`config.mk`:
```
export PLATFORM = sky130hd
export DESIGN_NAME = pld_loop_ctrl
export DESIGN_NICKNAME = d
export VERILOG_FILES = /design/src/pld_pkg.sv /design/src/pld_loop_ctrl.sv
export SDC_FILE = /design/constraint.sdc
export NUM_CORES = 1
export LEC_CHECK = 0
export BUFFER_PORTS_ARGS = -buffer_cell sky130_fd_sc_hd__buf_2
export CAP_MARGIN = 40
export CORE_ASPECT_RATIO = 2
export CORE_MARGIN = 2
export CORE_UTILIZATION = 32
export CTS_CLUSTER_DIAMETER = 150
export DETAILED_ROUTE_END_ITERATION = 10
export SLEW_MARGIN = 5
export SYNTH_ARGS = -nofsm -noshare
export SYNTH_HDL_FRONTEND = slang
export SYNTH_SLANG_ARGS = --single-unit
```
`constraint.sdc`:
```
create_clock -name clk_in -period 7.1 [get_ports clk_in]
set_clock_uncertainty 0.15 [all_clocks]
set_input_delay 1.065 -clock clk_in [delete_from_list [all_inputs] [get_ports clk_in]]
set_output_delay 1.065 -clock clk_in [all_outputs]
set_load 0.01 [all_outputs]
```
`src/pld_pkg.sv`:
```
// Constants shared by the lock detect and loop control block
package pld_pkg;
  // Register byte addresses
  localparam logic [5:0] REG_ENABLE = 6'h00;
  localparam logic [5:0] REG_LOCK_CFG = 6'h04;
  localparam logic [5:0] REG_GPO_SEL = 6'h08;
  localparam logic [5:0] REG_SLIP = 6'h0C;
  localparam logic [5:0] REG_PUMP_CURRENT = 6'h10;
  localparam logic [5:0] REG_PUMP_TRIM = 6'h14;
  localparam logic [5:0] REG_DSM_MODE = 6'h18;
  localparam logic [5:0] REG_INT_WORD = 6'h1C;
  localparam logic [5:0] REG_FRAC_WORD = 6'h20;
  localparam logic [5:0] REG_REF_DIV = 6'h24;
  localparam logic [5:0] REG_STATUS = 6'h28;
  // Enable register fields
  localparam int EN_LOCK_BIT = 11;
  localparam int EN_DSM_RELEASE_BIT = 13;
  localparam int EN_SLIP_BIT = 15;
  // Lock configuration fields
  localparam int LC_THRESH_LSB = 0;
  localparam int LC_UP_SELECT_BIT = 10;
  localparam int LC_ASYM_BIT = 11;
  localparam int LC_AUTO_SHARE_BIT = 12;
  localparam int LC_ALWAYS_SHOW_BIT = 13;
  localparam int LC_DIGITAL_BIT = 14;
  localparam int LC_RING_CFG_LSB = 15;
  localparam int LC_DURATION_LSB = 17;
  localparam int LC_RING_TEST_BIT = 19;
  // Other fields
  localparam int DSM_INTEGER_BIT = 3;
  localparam int PUMP_DN_CUR_LSB = 5;
  localparam int TRIM_DN_LSB = 3;
  localparam int LEAK_UP_LSB = 6;
  localparam int LEAK_DN_LSB = 10;
  localparam int STATUS_LOCK_BIT = 0;
  // Reset values: fractional mode, modulator released
  localparam logic [31:0] RST_ENABLE = 32'h0000_2000;
  localparam logic [31:0] RST_LOCK_CFG = 32'h0000_0000;
  localparam logic [15:0] RST_INT_WORD = 16'h0024;
  localparam logic [13:0] RST_REF_DIV = 14'h0001;
  // Divide limits
  localparam logic [15:0] INT_WORD_MIN = 16'h0024;
  localparam logic [15:0] INT_WORD_MAX = 16'hFFFD;
  localparam logic [15:0] MIN_DIVIDE = 16'h0020;
  localparam logic [3:0] GPO_RING_SEL = 4'h7;
  // Analog window timing
  localparam int CLK_PERIOD_PS = 8000;
  localparam int ANALOG_WIN_PS = 10000;
  localparam logic [7:0] ANALOG_WIN_CYC =
    8'((ANALOG_WIN_PS + CLK_PERIOD_PS - 1) / CLK_PERIOD_PS);
  typedef enum logic [1:0] {PLD_BUS_IDLE = 2'b00, PLD_BUS_ACK = 2'b01} pld_bus_e;
endpackage

```
`src/pld_loop_ctrl.sv`:
```
// Lock detector, slip prevention and loop configuration with Avalon-MM registers
//
// Functional notes
// - Lock detection runs only while the lock detect enable bit is set.
// - Window source bit clear gives fixed 10 ns window; set gives ring-timed window.
// - Digital window length is duration field plus one, times ring period; ring has own field.
// - Ring test bit with output select 0111 drives ring onto output two; no lock detect.
// - Lock declared once consecutive in-window arrivals reach the 10-bit threshold.
// - Lock flag set on lock; any out-of-window arrival clears it at once.
// - Lock flag readable as status bit; writes to it do nothing.
// - Always-show bit puts the lock flag on the shared pin continuously.
// - Auto-share shows lock flag except during serial reads, then returns.
// - Asymmetric window after reference if direction bit set, otherwise before.
// - Slip prevention holds detector gain at maximum until frequency nearly settled.
// - Slip prevention shifts divide value by the 4-bit sensitivity deviation.
// - Effective divide value never drops below 32.
// - Separate 5-bit up and down pump current codes, 125 uA steps.
// - Separate 3-bit up and down trim codes, 14.7 uA steps, zero adds nothing.
// - Separate 4-bit up and down leakage codes, 28.7 uA steps, 430 uA max.
// - Fractional mode by default: integer bit clear, modulator released.
// - Integer mode keeps the modulator disabled; divide value is the integer word, still shifted by slip prevention.
// - Fractional output follows reference over R times integer plus fraction over 2^24.
// - Integer word 36 to 65533, 24-bit fraction, 14-bit reference divide.
`timescale 1ns/10ps
module pld_loop_ctrl
  import pld_pkg::*;
(
  input wire logic clk_in,
  input wire logic rst_n_in,
  input wire logic [5:0] avs_address_in,
  input wire logic avs_read_in,
  input wire logic avs_write_in,
  input wire logic [31:0] avs_writedata_in,
  input wire logic [3:0] avs_byteenable_in,
  output logic [31:0] avs_readdata_out,
  output logic avs_waitrequest_out,
  input wire logic ref_edge_in,
  input wire logic vco_edge_in,
  input wire logic vco_late_in,
  input wire logic freq_settled_in,
  input wire logic serial_read_active_in,
  input wire logic serial_data_in,
  output logic lock_flag_out,
  output logic lock_or_serial_out_pin_out,
  output logic general_output_two_out,
  output logic pfd_gain_max_out,
  output logic [15:0] divide_value_out,
  output logic dsm_enable_out,
  output logic [23:0] frac_word_out,
  output logic [13:0] ref_div_out,
  output logic [4:0] pump_up_current_code_out,
  output logic [4:0] pump_down_current_code_out,
  output logic [2:0] pump_up_trim_code_out,
  output logic [2:0] pump_down_trim_code_out,
  output logic [3:0] pump_up_leakage_code_out,
  output logic [3:0] pump_down_leakage_code_out
);

  function automatic logic [31:0] merge(input logic [31:0] old, input logic [31:0] data,
                                        input logic [3:0] be);
    logic [31:0] res;
    res = old;
    for (int i = 0; i < 4; i++) begin
      if (be[i]) begin
        res[i*8 +: 8] = data[i*8 +: 8];
      end
    end
    return res;
  endfunction

  // Register file
  pld_bus_e bus_state, next_bus_state;
  logic [31:0] enable_reg, next_enable_reg;
  logic [31:0] lock_cfg, next_lock_cfg;
  logic [3:0] gpo_sel, next_gpo_sel;
  logic [3:0] slip_divide_deviation, next_slip_divide_deviation;
  logic [9:0] pump_current, next_pump_current;
  logic [13:0] pump_trim, next_pump_trim;
  logic dsm_integer, next_dsm_integer;
  logic [15:0] int_word, next_int_word;
  logic [23:0] frac_word, next_frac_word;
  logic [13:0] ref_div, next_ref_div;
  logic [31:0] rdata, next_rdata;
  logic req, wr_fire;
  logic [31:0] wmerged;
  logic [31:0] cur_val;
  logic lock_flag;

  assign req = avs_read_in | avs_write_in;
  // One wait cycle so read data always comes from a flop
  assign avs_waitrequest_out = req & (bus_state == PLD_BUS_IDLE);
  assign wr_fire = avs_write_in & (bus_state == PLD_BUS_ACK);

  always_comb begin
    unique case (avs_address_in)
      REG_ENABLE: cur_val = enable_reg;
      REG_LOCK_CFG: cur_val = lock_cfg;
      REG_GPO_SEL: cur_val = {28'h0000000, gpo_sel};
      REG_SLIP: cur_val = {28'h0000000, slip_divide_deviation};
      REG_PUMP_CURRENT: cur_val = {22'h000000, pump_current};
      REG_PUMP_TRIM: cur_val = {18'h00000, pump_trim};
      REG_DSM_MODE: cur_val = {28'h0000000, dsm_integer, 3'h0};
      REG_INT_WORD: cur_val = {16'h0000, int_word};
      REG_FRAC_WORD: cur_val = {8'h00, frac_word};
      REG_REF_DIV: cur_val = {18'h00000, ref_div};
      REG_STATUS: cur_val = {31'h00000000, lock_flag};
      default: cur_val = 32'h00000000;
    endcase
  end

  assign wmerged = merge(cur_val, avs_writedata_in, avs_byteenable_in);

  always_comb begin
    next_bus_state = (req && bus_state == PLD_BUS_IDLE) ? PLD_BUS_ACK : PLD_BUS_IDLE;
    next_rdata = (avs_read_in && bus_state == PLD_BUS_IDLE) ? cur_val : rdata;
    next_enable_reg = enable_reg;
    next_lock_cfg = lock_cfg;
    next_gpo_sel = gpo_sel;
    next_slip_divide_deviation = slip_divide_deviation;
    next_pump_current = pump_current;
    next_pump_trim = pump_trim;
    next_dsm_integer = dsm_integer;
    next_int_word = int_word;
    next_frac_word = frac_word;
    next_ref_div = ref_div;
    if (wr_fire) begin
      unique case (avs_address_in)
        REG_ENABLE: next_enable_reg = wmerged;
        REG_LOCK_CFG: next_lock_cfg = {12'h000, wmerged[19:0]};
        REG_GPO_SEL: next_gpo_sel = wmerged[3:0];
        REG_SLIP: next_slip_divide_deviation = wmerged[3:0];
        REG_PUMP_CURRENT: next_pump_current = wmerged[9:0];
        REG_PUMP_TRIM: next_pump_trim = wmerged[13:0];
        REG_DSM_MODE: next_dsm_integer = wmerged[DSM_INTEGER_BIT];
        REG_INT_WORD: begin
          // Out-of-range words are clamped into the legal span
          if (wmerged[15:0] < INT_WORD_MIN) begin
            next_int_word = INT_WORD_MIN;
          end else if (wmerged[15:0] > INT_WORD_MAX) begin
            next_int_word = INT_WORD_MAX;
          end else begin
            next_int_word = wmerged[15:0];
          end
        end
        REG_FRAC_WORD: next_frac_word = wmerged[23:0];
        REG_REF_DIV: next_ref_div = wmerged[13:0];
        default: next_enable_reg = enable_reg; // Status and unmapped ignore writes
      endcase
    end
  end

  always_ff @(posedge clk_in) begin
    if (!rst_n_in) begin
      bus_state <= PLD_BUS_IDLE;
      rdata <= 32'h00000000;
      enable_reg <= RST_ENABLE;
      lock_cfg <= RST_LOCK_CFG;
      gpo_sel <= 4'h0;
      slip_divide_deviation <= 4'h0;
      pump_current <= 10'h000;
      pump_trim <= 14'h0000;
      dsm_integer <= 1'b0;
      int_word <= RST_INT_WORD;
      frac_word <= 24'h000000;
      ref_div <= RST_REF_DIV;
    end else begin
      bus_state <= next_bus_state;
      rdata <= next_rdata;
      enable_reg <= next_enable_reg;
      lock_cfg <= next_lock_cfg;
      gpo_sel <= next_gpo_sel;
      slip_divide_deviation <= next_slip_divide_deviation;
      pump_current <= next_pump_current;
      pump_trim <= next_pump_trim;
      dsm_integer <= next_dsm_integer;
      int_word <= next_int_word;
      frac_word <= next_frac_word;
      ref_div <= next_ref_div;
    end
  end

  assign avs_readdata_out = rdata;

  // Configuration decode
  logic ring_test, detect_on, digital_win, asym_en, up_sel;
  logic [1:0] ring_cfg, duration;
  logic [9:0] threshold;
  logic [7:0] win_len, post_lim, pre_lim;
  assign ring_test = lock_cfg[LC_RING_TEST_BIT] && gpo_sel == GPO_RING_SEL;
  assign detect_on = enable_reg[EN_LOCK_BIT] & ~ring_test;
  assign digital_win = lock_cfg[LC_DIGITAL_BIT];
  assign asym_en = lock_cfg[LC_ASYM_BIT];
  assign up_sel = lock_cfg[LC_UP_SELECT_BIT];
  assign ring_cfg = lock_cfg[LC_RING_CFG_LSB +: 2];
  assign duration = lock_cfg[LC_DURATION_LSB +: 2];
  assign threshold = lock_cfg[LC_THRESH_LSB +: 10];

  // Ring period is 2*(cfg+1) clocks; window spans duration+1 periods
  always_comb begin
    win_len = digital_win ? 8'(({6'h00, duration} + 8'h01) * (({6'h00, ring_cfg} + 8'h01) << 1))
                          : ANALOG_WIN_CYC;
    if (asym_en && up_sel) begin
      post_lim = win_len;
      pre_lim = 8'h00;
    end else if (asym_en) begin
      post_lim = 8'h00;
      pre_lim = win_len;
    end else begin
      post_lim = win_len >> 1;
      pre_lim = win_len - (win_len >> 1);
    end
  end

  // Ring oscillator model, free running from the system clock
  logic [1:0] ring_cnt, next_ring_cnt;
  logic ring_out, next_ring_out, general_output_two, next_general_output_two;
  always_comb begin
    next_ring_cnt = (ring_cnt == ring_cfg) ? 2'h0 : 2'(ring_cnt + 2'h1);
    next_ring_out = (ring_cnt == ring_cfg) ? ~ring_out : ring_out;
    next_general_output_two = ring_test & ring_out;
  end

  // Window and lock tracking
  logic [7:0] since_ref, next_since_ref, pend_cnt, next_pend_cnt;
  logic ref_seen, next_ref_seen, pending, next_pending;
  logic [9:0] hit_cnt, next_hit_cnt;
  logic next_lock_flag, hit, miss;

  always_comb begin
    hit = 1'b0;
    miss = 1'b0;
    next_since_ref = (since_ref == 8'hFF) ? since_ref : 8'(since_ref + 8'h01);
    next_ref_seen = ref_seen;
    next_pending = pending;
    next_pend_cnt = pending ? 8'(pend_cnt + 8'h01) : 8'h00;
    if (ref_edge_in) begin
      next_since_ref = 8'h00;
      next_ref_seen = 1'b1;
    end
    if (pending && ref_edge_in) begin
      hit = 1'b1; // Early arrival met by its reference
      next_pending = 1'b0;
      next_ref_seen = 1'b0;
    end else if (pending && (vco_edge_in || pend_cnt + 8'h01 >= pre_lim)) begin
      miss = 1'b1;
      next_pending = 1'b0;
    end else if (vco_edge_in) begin
      if (ref_edge_in || (ref_seen && since_ref < post_lim)) begin
        hit = 1'b1;
        next_ref_seen = 1'b0;
      end else if (pre_lim != 8'h00) begin
        next_pending = 1'b1;
        next_pend_cnt = 8'h00;
      end else begin
        miss = 1'b1;
      end
    end
    next_hit_cnt = hit_cnt;
    next_lock_flag = lock_flag;
    if (!detect_on) begin
      next_hit_cnt = 10'h000;
      next_lock_flag = 1'b0;
      next_pending = 1'b0;
      next_ref_seen = 1'b0;
    end else if (miss) begin
      next_hit_cnt = 10'h000;
      next_lock_flag = 1'b0;
    end else if (hit) begin
      if (hit_cnt != 10'h3FF) begin
        next_hit_cnt = 10'(hit_cnt + 10'h001);
      end
      if (10'(hit_cnt + 10'h001) >= threshold) begin
        next_lock_flag = 1'b1;
      end
    end
  end

  always_ff @(posedge clk_in) begin
    if (!rst_n_in) begin
      ring_cnt <= 2'h0;
      ring_out <= 1'b0;
      general_output_two <= 1'b0;
      since_ref <= 8'hFF;
      ref_seen <= 1'b0;
      pending <= 1'b0;
      pend_cnt <= 8'h00;
      hit_cnt <= 10'h000;
      lock_flag <= 1'b0;
    end else begin
      ring_cnt <= next_ring_cnt;
      ring_out <= next_ring_out;
      general_output_two <= next_general_output_two;
      since_ref <= next_since_ref;
      ref_seen <= next_ref_seen;
      pending <= next_pending;
      pend_cnt <= next_pend_cnt;
      hit_cnt <= next_hit_cnt;
      lock_flag <= next_lock_flag;
    end
  end

  assign lock_flag_out = lock_flag;
  assign general_output_two_out = general_output_two;

  // Shared pin and loop control outputs
  logic pin, next_pin, slip_on, next_slip_on, dsm_en, next_dsm_en;
  logic [15:0] div_val, next_div_val, dev_ext;
  assign dev_ext = {12'h000, slip_divide_deviation};

  always_comb begin
    if (lock_cfg[LC_ALWAYS_SHOW_BIT]) begin
      next_pin = lock_flag;
    end else if (lock_cfg[LC_AUTO_SHARE_BIT] && !serial_read_active_in) begin
      next_pin = lock_flag;
    end else begin
      next_pin = serial_data_in;
    end
    next_slip_on = enable_reg[EN_SLIP_BIT] & ~freq_settled_in;
    // Integer mode runs with the modulator held off
    next_dsm_en = ~dsm_integer & enable_reg[EN_DSM_RELEASE_BIT];
    next_div_val = int_word;
    if (next_slip_on) begin
      if (vco_late_in) begin
        // Late phase: shorter divide; floor stops a wrap below the minimum
        next_div_val = (int_word < MIN_DIVIDE + dev_ext) ? MIN_DIVIDE
                                                         : 16'(int_word - dev_ext);
      end else begin
        next_div_val = (int_word > 16'hFFFF - dev_ext) ? 16'hFFFF
                                                       : 16'(int_word + dev_ext);
      end
    end
    if (next_div_val < MIN_DIVIDE) begin
      next_div_val = MIN_DIVIDE;
    end
  end

  always_ff @(posedge clk_in) begin
    if (!rst_n_in) begin
      pin <= 1'b0;
      slip_on <= 1'b0;
      dsm_en <= 1'b1;
      div_val <= RST_INT_WORD;
    end else begin
      pin <= next_pin;
      slip_on <= next_slip_on;
      dsm_en <= next_dsm_en;
      div_val <= next_div_val;
    end
  end

  assign lock_or_serial_out_pin_out = pin;
  assign pfd_gain_max_out = slip_on;
  assign dsm_enable_out = dsm_en;
  assign divide_value_out = div_val;
  assign frac_word_out = frac_word;
  assign ref_div_out = ref_div;
  assign pump_up_current_code_out = pump_current[4:0];
  assign pump_down_current_code_out = pump_current[PUMP_DN_CUR_LSB +: 5];
  assign pump_up_trim_code_out = pump_trim[2:0];
  assign pump_down_trim_code_out = pump_trim[TRIM_DN_LSB +: 3];
  assign pump_up_leakage_code_out = pump_trim[LEAK_UP_LSB +: 4];
  assign pump_down_leakage_code_out = pump_trim[LEAK_DN_LSB +: 4];
endmodule

```
==> flow_summary.toml, run 1 <==
[global_route]
use_met2 = 0.413
overflow = 0
grt.total_usage = 0.226
grt_pass1_vias = 12100
grt_pass1_wl_mm = 71.3
grt_start_max_net_pins = 102
busiest_layer = "met2"
antenna_found_initial = 0
met3_usage = 0.0243
grtUsageMet1 = 0.241

[yosys]
async_reset_ff_frac = 0
ys_ff_latch = 224
synth_edf_count = 0
yosysSeqAreaShare = 0.358
synth_top_area_frac = 0.358
synth-main-ff-cell = "dfxtp_1"
yosys_warnings = 0
synth_cell_types = 83
netlist_instances = 1561
synthTopCellsByArea = "dfxtp_1, nand2_1, a21boi_0"
syn_avg_cell_area_um2 = 8.03
yosysTopAreaCell = "dfxtp_1"
synth_common_cells = "nand2_1, dfxtp_1, a21boi_0, o21ai_0, clkbuf_1"
syn-cell-area_mm2 = 0.0125
syn_nets = 1667
yosysMostFrequentCell = "nand2_1"

[clock_network]
cts_resized = 0
clock_latency_ps = 560
clock-root-buffer = "clkbuf_16"
cts_hold_buffers = 0
post_cts_buffers = 0
clock_sinks = 224
cts_made_buffers = 24
clk_pin_slew_ps = 60
h-tree-depth = 1
clock_path_buffers = 3
cts_tree = "done"

[cells_and_area]
drive_above_1_share = 0.157
final_cell_area_mm2 = 0.0146
fin_nets = 1775
syn_to_final_growth_pct = 16.2

[sta]
timing.fmax_mhz = 180
maxSlewHeadroom = 0.399
min_period_ps = 5550
rsz0062_at_grt = "no"
layout_setup_ws_ps = 1550
finalSetupTns_ps = 0
post-route-period-util = 0.782
worst_slew_pin_slew_ps = 900
setup-violations-final = 0
drv_slew = 0
hold_viol = 0

[floorplan]
die_w_um = 144
io_pins = 168
rows = 102
start_util = 0.324
die-area_mm2 = 0.0409
fp.dieH_um = 284
core_mm2 = 0.0387

[run_status]
status = "finished clean"

[worst_setup_path]
crit_path_end_kind = "register"
crit_path_start_kind = "register"
r2r-end = "hit_cnt[5]"
worstPathArrival_ps = 5840
rr_startpoint = "lock_cfg[15]"
reg2reg_slack_ps = 1550
critical_path_class = "reg2reg"
crit_end = "hit_cnt[5]"
crit_start = "lock_cfg[15]"
r2r_cells = 18
critPathMaxFanout = 11
required_ps = 7390

[detailed_routing]
drtIter0Drc = 855
dr_total_vias = 12100
drc = 0
wl_per_cell_um = 21.1
antenna_left = 0
wl_mm = 46.7
drt_first_pass_iters = 6
viasPerCell = 5.46

[power]
power_density_mw_per_mm2 = 187
leakage_nw = 5.90
ir_drop_mv = 0.171

[place]
dp_slack_ps = 1520
gp_congestion = 0.938
place_area_mm2 = 0.0138
dpl.hpwl_mm = 34.9
portBuffers = 167

[hold_path]
hp-class = "reg2reg"

[run]
cap_viol_max_count = 0
==> cells by family after synthesis <==
family	after synthesis	synth area share
AOI/OAI and AO/OA	414	0.232
xor gates and xnor gates	31	0.0217
adders and majority gates	54	0.0563
buffers and inverters	154	0.0500
DFF	224	0.358
muxes	19	0.0162
and+or+nand+nor	665	0.266
==> critical path, stage by stage, from the launching register on <==
cell	delay, ps
dfxtp_1	530
ha_1	320
and2_1	180
fa_1	460
ha_1	240
fa_1	490
nand2_1	100
ha_1	380
o21a_1	140
o21ai_0	300
a2111oi_0	180
nor3b_1	350
ha_1	310
a2111oi_0	430
o21ai_0	160
o311a_1	170
a2bb2oi_1	150
clkbuf_4	210
nor3_1	210
==> worst min-delay path by stage <==
stage / cells after the start / slack (ps) / endpoint / from
finish: 2 / 310 / enable_reg[9] / enable_reg[9]
global route: 2 / 340 / enable_reg[10] / enable_reg[10]
CTS: 2 / 310 / enable_reg[9] / enable_reg[9]
detailed placement: 2 / 300 / enable_reg[9] / enable_reg[9]
global placement: 2 / 300 / enable_reg[8] / enable_reg[8]
floorplan: 2 / 260 / general_output_two_out / ring_out
==> cell type report <==
cell class	instances	area, µm²
Fill cell	4067	24100
Inverter	43	161
Timing Repair Buffer	193	1060
Tap cell	520	651
Multi-Input combinational cell	1183	7460
Antenna cell	1	2.50
Clock buffer	34	658
Sequential cell	224	4480
Clock inverter	10	86.3
==> routing by layer <==
metal / routed length, µm / share of wire / up-vias
met3: 2140 / 0.046 / 133
met4: 3130 / 0.067 / 0
met5: 0 / 0 / -
li1: - / - / 5768
met2: 24400 / 0.52 / 421
met1: 17000 / 0.36 / 5741
==> cells in the final DEF (no fill, tap or decap), drive strengths merged, types with 11 or more instances in the layout <==
cell	n
o22ai	11
nor2	72
a21oi	41
nand2b	14
nand4	19
nand3	48
nor2b	27
and3	45
nor3	30
mux2i	12
nor3b	16
inv	41
nand3b	15
xnor2	12
clkbuf	35
and2	49
ha	50
a221oi	11
a22oi	18
a31oi	11
nand2	274
buf	192
dfxtp	224
o21ai	99
clkinv	11
xor2	19
a21boi	103
==> where the power goes <==
part	total (mW)	leakage, nW	switching, mW	internal, mW
clock	1.23	0.372	0.549	0.684
sequential	1.29	1.81	0.0137	1.27
combinational	0.205	3.72	0.133	0.0713
total	2.72	5.90	0.696	2.03
==> per-stage QoR <==
step                       util  instances  hold slack [ps]  power (mW)
after floorplan               -       1561              265        1.43
after global placement    0.355       2154              297        1.51
after detailed placement  0.357       2162              305        1.52
after CTS                 0.377       2206              312        2.75
after global routing      0.377       2207              336        2.82
final                     0.377       2208              310        2.72
Note: power is estimated with default switching activity, not from simulation.
==> inputs of run 2 (changes only) <==
- clock period: 7.1 -> 5.2 ns (I/O delays scaled with it)
==> flow_summary.toml, run 2 (same netlist as run 1, synthesis figures left out) <==
[run_status]
status = "finished clean"

[worst_setup_path]
worstPathArrival_ps = 5210
crit_path_start_kind = "register"
cpMaxStageDelayCell = "fa_1"
critPathTopFamily = "adder cells"
critical_path_class = "reg2reg"
rr_startpoint = "lock_cfg[18]"
r2r_cells = 19
crit_path_end_kind = "register"
path_buf_inv = 2
reg2reg_slack_ps = 280
crit_chain = "ha_1 > and2_1 > fa_1 > ha_1 > fa_1 > xor2_1 > nand2_2 > inv_1 > ha_1 > nor4b_1 > a311o_1 > nor3b_2 > ha_1 > a2111oi_2 > o21ai_0 > o311a_1 > a2bb2oi_1 > buf_4 > nor3_1"
cp_common_cell = "ha_1"
required_ps = 5490
slowest_delay_ps = 460
r2r-end = "hit_cnt[2]"
critPathMaxFanout = 11

[floorplan]
die_w_um = 144
io_pins = 168
fp.dieH_um = 284
core_mm2 = 0.0387
rows = 102
start_util = 0.324
die-area_mm2 = 0.0409

[global_route]
grt_pass1_wl_mm = 71.6
grt_pass1_vias = 12100
grt.total_usage = 0.227
grt_start_max_net_pins = 73
overflow = 0
antenna_found_initial = 0

[cells_and_area]
drive_above_1_share = 0.173
fin_nets = 1792
num_antenna_cells = 0
final_common_cell = "nand2_1"
finalCoreUtilization = 0.383
final_cell_mix = "nand2_1, dfxtp_1, buf_2"
syn_to_final_growth_pct = 18.1

[run]
cap_viol_max_count = 0

[sta]
fin_hold_ws_ps = 313
hold_viol = 0
drv_slew = 0
setup-violations-final = 0
worst_slew_pin_slew_ps = 950
min_period_ps = 4920
maxSlewHeadroom = 0.350
timing.fmax_mhz = 203
post-route-period-util = 0.946

[clock_network]
clk_pin_slew_ps = 70
cts_made_buffers = 24
clock-root-buffer = "clkbuf_16"
cts_hold_buffers = 0
clock_latency_ps = 560
clock_path_buffers = 3
h-tree-depth = 1
clock_sinks = 224
cts_tree = "done"

[detailed_routing]
dr_total_vias = 12300
antenna_left = 0
drtIter0Drc = 835
wl_per_cell_um = 21.1
drt_first_pass_iters = 5
viasPerCell = 5.52
drc = 0
wl_mm = 47.0

[hold_path]
hold_path_depth = 2
worstHoldEndpoint = "avs_readdata_out[29]"
hp-class = "reg2reg"
min_from = "avs_readdata_out[29]"

[power]
leakage_nw = 6.03
ir_drop_mv = 0.269
power_density_mw_per_mm2 = 264

[place]
gp_congestion = 0.937
dpl.hpwl_mm = 35.2
portBuffers = 167
-- run 2: changes by cell type in the layout (fill, tap and decap cells not counted), sizes merged --
cell,before,now
buf,192,210
bufinv,1,3
clkbuf,35,29
clkinv,11,8
clkinvlp,0,2
diode,1,0
inv,41,44
-- run 2: worst max path at each step --
stage,startpoint,endpoint,slack [ps],cells after the start
final,lock_cfg[18],hit_cnt[2],280,19
after global routing,lock_cfg[18],hit_cnt[0],-0.5,18
after CTS,lock_cfg[18],lock_flag_out,20,18
after detailed placement,lock_cfg[15],hit_cnt[7],50,18
after global placement,lock_cfg[15],lock_flag_out,50,17
after floorplan,lock_cfg[17],hit_cnt[0],440,18
-- run 2: routing by layer --
layer  vias up  share of wire  GRT usage
met4         0          0.071      0.144
li1       5806              -          -
met2       489           0.51      0.406
met5         -              0          0
met3       139          0.049     0.0231
met1      5841           0.37      0.249
-- run 2: power breakdown --
| group | total (mW) | leakage [nW] | switching [mW] | internal, mW |
|---|---|---|---|---|
| sequential | 1.76 | 1.81 | 0.0189 | 1.74 |
| combinational | 0.286 | 3.81 | 0.183 | 0.103 |
| clock | 1.87 | 0.409 | 0.806 | 1.06 |
-- run 2: worst reg2reg max path, stage by stage, from the launching register on --
cell and delay, ps:
dfxtp_1 330, ha_1 300, and2_1 160, fa_1 460, ha_1 250, fa_1 380, xor2_1 180, nand2_2 120
inv_1 80, ha_1 210, nor4b_1 160, a311o_1 360, nor3b_2 210, ha_1 290, a2111oi_2 350, o21ai_0 130
o311a_1 150, a2bb2oi_1 130, buf_4 190, nor3_1 190
-- run 2: layout make-up --
type | instances | area, µm²
clock buffers | 29 | 649
clock inverters | 14 | 196
fillers | 4027 | 23900
inverters | 43 | 161
multi-input cells | 1183 | 7490
flip-flops and latches | 224 | 4480
well taps | 520 | 651
repair buffers | 210 | 1180
-- run 2: timing repair --
action                     CTS  global route
setup endpoints to repair    0            12
gates resized for setup      0             9
buffers inserted             0             0
-- run 2: per-stage QoR --
| step | setup TNS, ps | cells | cell area [µm²] | power (mW) | worst slack, ps |
|---|---|---|---|---|---|
| 2_1_floorplan | 0 | 1561 | 12500 | 1.95 | 435 |
| 3_3_place_gp | 0 | 2176 | 13900 | 2.07 | 45.4 |
| 3_5_place_dp | 0 | 2180 | 13900 | 2.08 | 51.1 |
| 4_1_cts | 0 | 2223 | 14800 | 3.94 | 16.4 |
| 5_1_grt | -0.546 | 2223 | 14800 | 4.03 | -0.546 |
| 6_report | 0 | 2223 | 14800 | 3.91 | 281 |
==> inputs of run 3 (changes only) <==
- CORE_MARGIN: 2 -> 5
==> flow_summary.toml, run 3 (same netlist as run 1, synthesis figures left out) <==
[sta]
setup-violations-final = 0
layout_setup_ws_ps = 240
fin_hold_ws_ps = 309
timing.fmax_mhz = 202
rsz0062_at_grt = "no"
maxSlewHeadroom = 0.375
post-route-period-util = 0.954
drv_slew = 0
hold_viol = 0
min_period_ps = 4960
finalSetupTns_ps = 0
worst_slew_pin_slew_ps = 914

[worst_setup_path]
worstPathArrival_ps = 5250
r2r_cells = 18
r2r-end = "hit_cnt[5]"
reg2reg_slack_ps = 240
crit_path_end_kind = "register"
crit_path_start_kind = "register"
required_ps = 5490
critical_path_class = "reg2reg"
rr_startpoint = "lock_cfg[15]"
critPathMaxFanout = 11

[run]
cap_viol_max_count = 0

[clock_network]
clock-root-buffer = "clkbuf_16"
clock_sinks = 224
cts_made_buffers = 24
cts_tree = "done"
clock_path_buffers = 3
post_cts_buffers = 0
cts_resized = 0
clk_pin_slew_ps = 70
cts_hold_buffers = 0
clock_latency_ps = 540
h-tree-depth = 1

[power]
power.total_mw = 3.87
p_seq_frac = 0.454
leakage_nw = 6.02
comb_power_share = 0.073
p_switching_mw = 0.954
power_frac_clock = 0.474
internal-power_mw = 2.92
power_density_mw_per_mm2 = 262
ir_drop_mv = 0.252
power_switching_share = 0.246

[floorplan]
io_pins = 168
die-area_mm2 = 0.0435
fp.dieH_um = 290
core_mm2 = 0.0388
die_w_um = 150
rows = 102
start_util = 0.323

[hold_path]
worstHoldEndpoint = "enable_reg[9]"
min_from = "enable_reg[9]"
hold_path_depth = 2
hp-class = "reg2reg"

[detailed_routing]
drt_first_pass_iters = 5
highest_layer = "met4"
met3_length_mm = 2.16
drc = 0
m1WireLength_mm = 16.3
drtIter0Drc = 932
wl_met2_mm = 25.5
dr_total_vias = 12200
wl_per_cell_um = 21.4
wl_mm = 47.6
antenna_left = 0
viasPerCell = 5.49

[place]
dpl.hpwl_mm = 36.5
dp_slack_ps = -1.32
gp_congestion = 0.974
place_area_mm2 = 0.0139
portBuffers = 167

[cells_and_area]
final_cell_area_mm2 = 0.0148
final_cell_mix = "nand2_1, dfxtp_1, buf_2"
ff_latch_area_mm2 = 0.00448
drive_above_1_share = 0.172
nFillCells = 4133
syn_to_final_growth_pct = 17.9
fin_nets = 1790
final_common_cell = "nand2_1"
multi_input_area_mm2 = 0.00749

[global_route]
grt.total_usage = 0.212
grt_pass1_wl_mm = 72.1
overflow = 0
grt_start_max_net_pins = 84
antenna_found_initial = 2
grt_pass1_vias = 12200

[run_status]
status = "finished clean"
[run 3: power by group through the flow]
stage                     Clock (mW)  Combinational [mW]  Sequential, mW
final                           1.83               0.281            1.76
after detailed placement           0               0.280            1.79
after global placement             0               0.274            1.79
after global routing            1.93               0.303            1.76
after CTS                       1.87               0.281            1.76
after floorplan                    0               0.159            1.79
[run 3: how the worst max path moves through the flow]
stage	start	to	cells past startpoint
floorplan	lock_cfg[17]	hit_cnt[0]	18
global placement	lock_cfg[18]	lock_flag_out	17
detailed placement	lock_cfg[18]	hit_cnt[5]	18
CTS	lock_cfg[18]	hit_cnt[5]	18
global route	lock_cfg[18]	hit_cnt[0]	18
finish	lock_cfg[15]	hit_cnt[5]	18
[run 3: metal layers]
layer	GRT usage	vias to the layer above
met3	0.0245	139
met2	0.399	446
li1	-	5803
met1	0.211	5812
met4	0.142	0
met5	0	-
[run 3: final cells by class]
cell class | count | area share
Multi-Input combinational cell | 1183 | 0.506
Clock inverter | 13 | 0.0108
Inverter | 43 | 0.0109
Tap cell | 520 | 0.0440
Clock buffer | 31 | 0.0459
Timing Repair Buffer | 208 | 0.0787
Antenna cell | 2 | 0.000338
Sequential cell | 224 | 0.303
[run 3: stage by stage]
stage,cells,util
after global placement,2174,0.357
after CTS,2222,0.380
after detailed placement,2178,0.359
after floorplan,1561,-
after global routing,2223,0.381
final,2224,0.381
[run 3: worst max-delay path: stages, from the launching register on]
cell and delay (ps):
dfxtp_1 310, ha_1 310, and2_1 180, fa_1 450
ha_1 250, fa_1 480, nand2_1 140, ha_4 360
o21a_1 130, o21ai_1 100, a2111oi_2 400, nor3b_2 100
ha_1 300, a2111oi_1 380, o21ai_0 150, o311a_1 160
a2bb2oi_1 140, buf_4 190, nor3_1 200
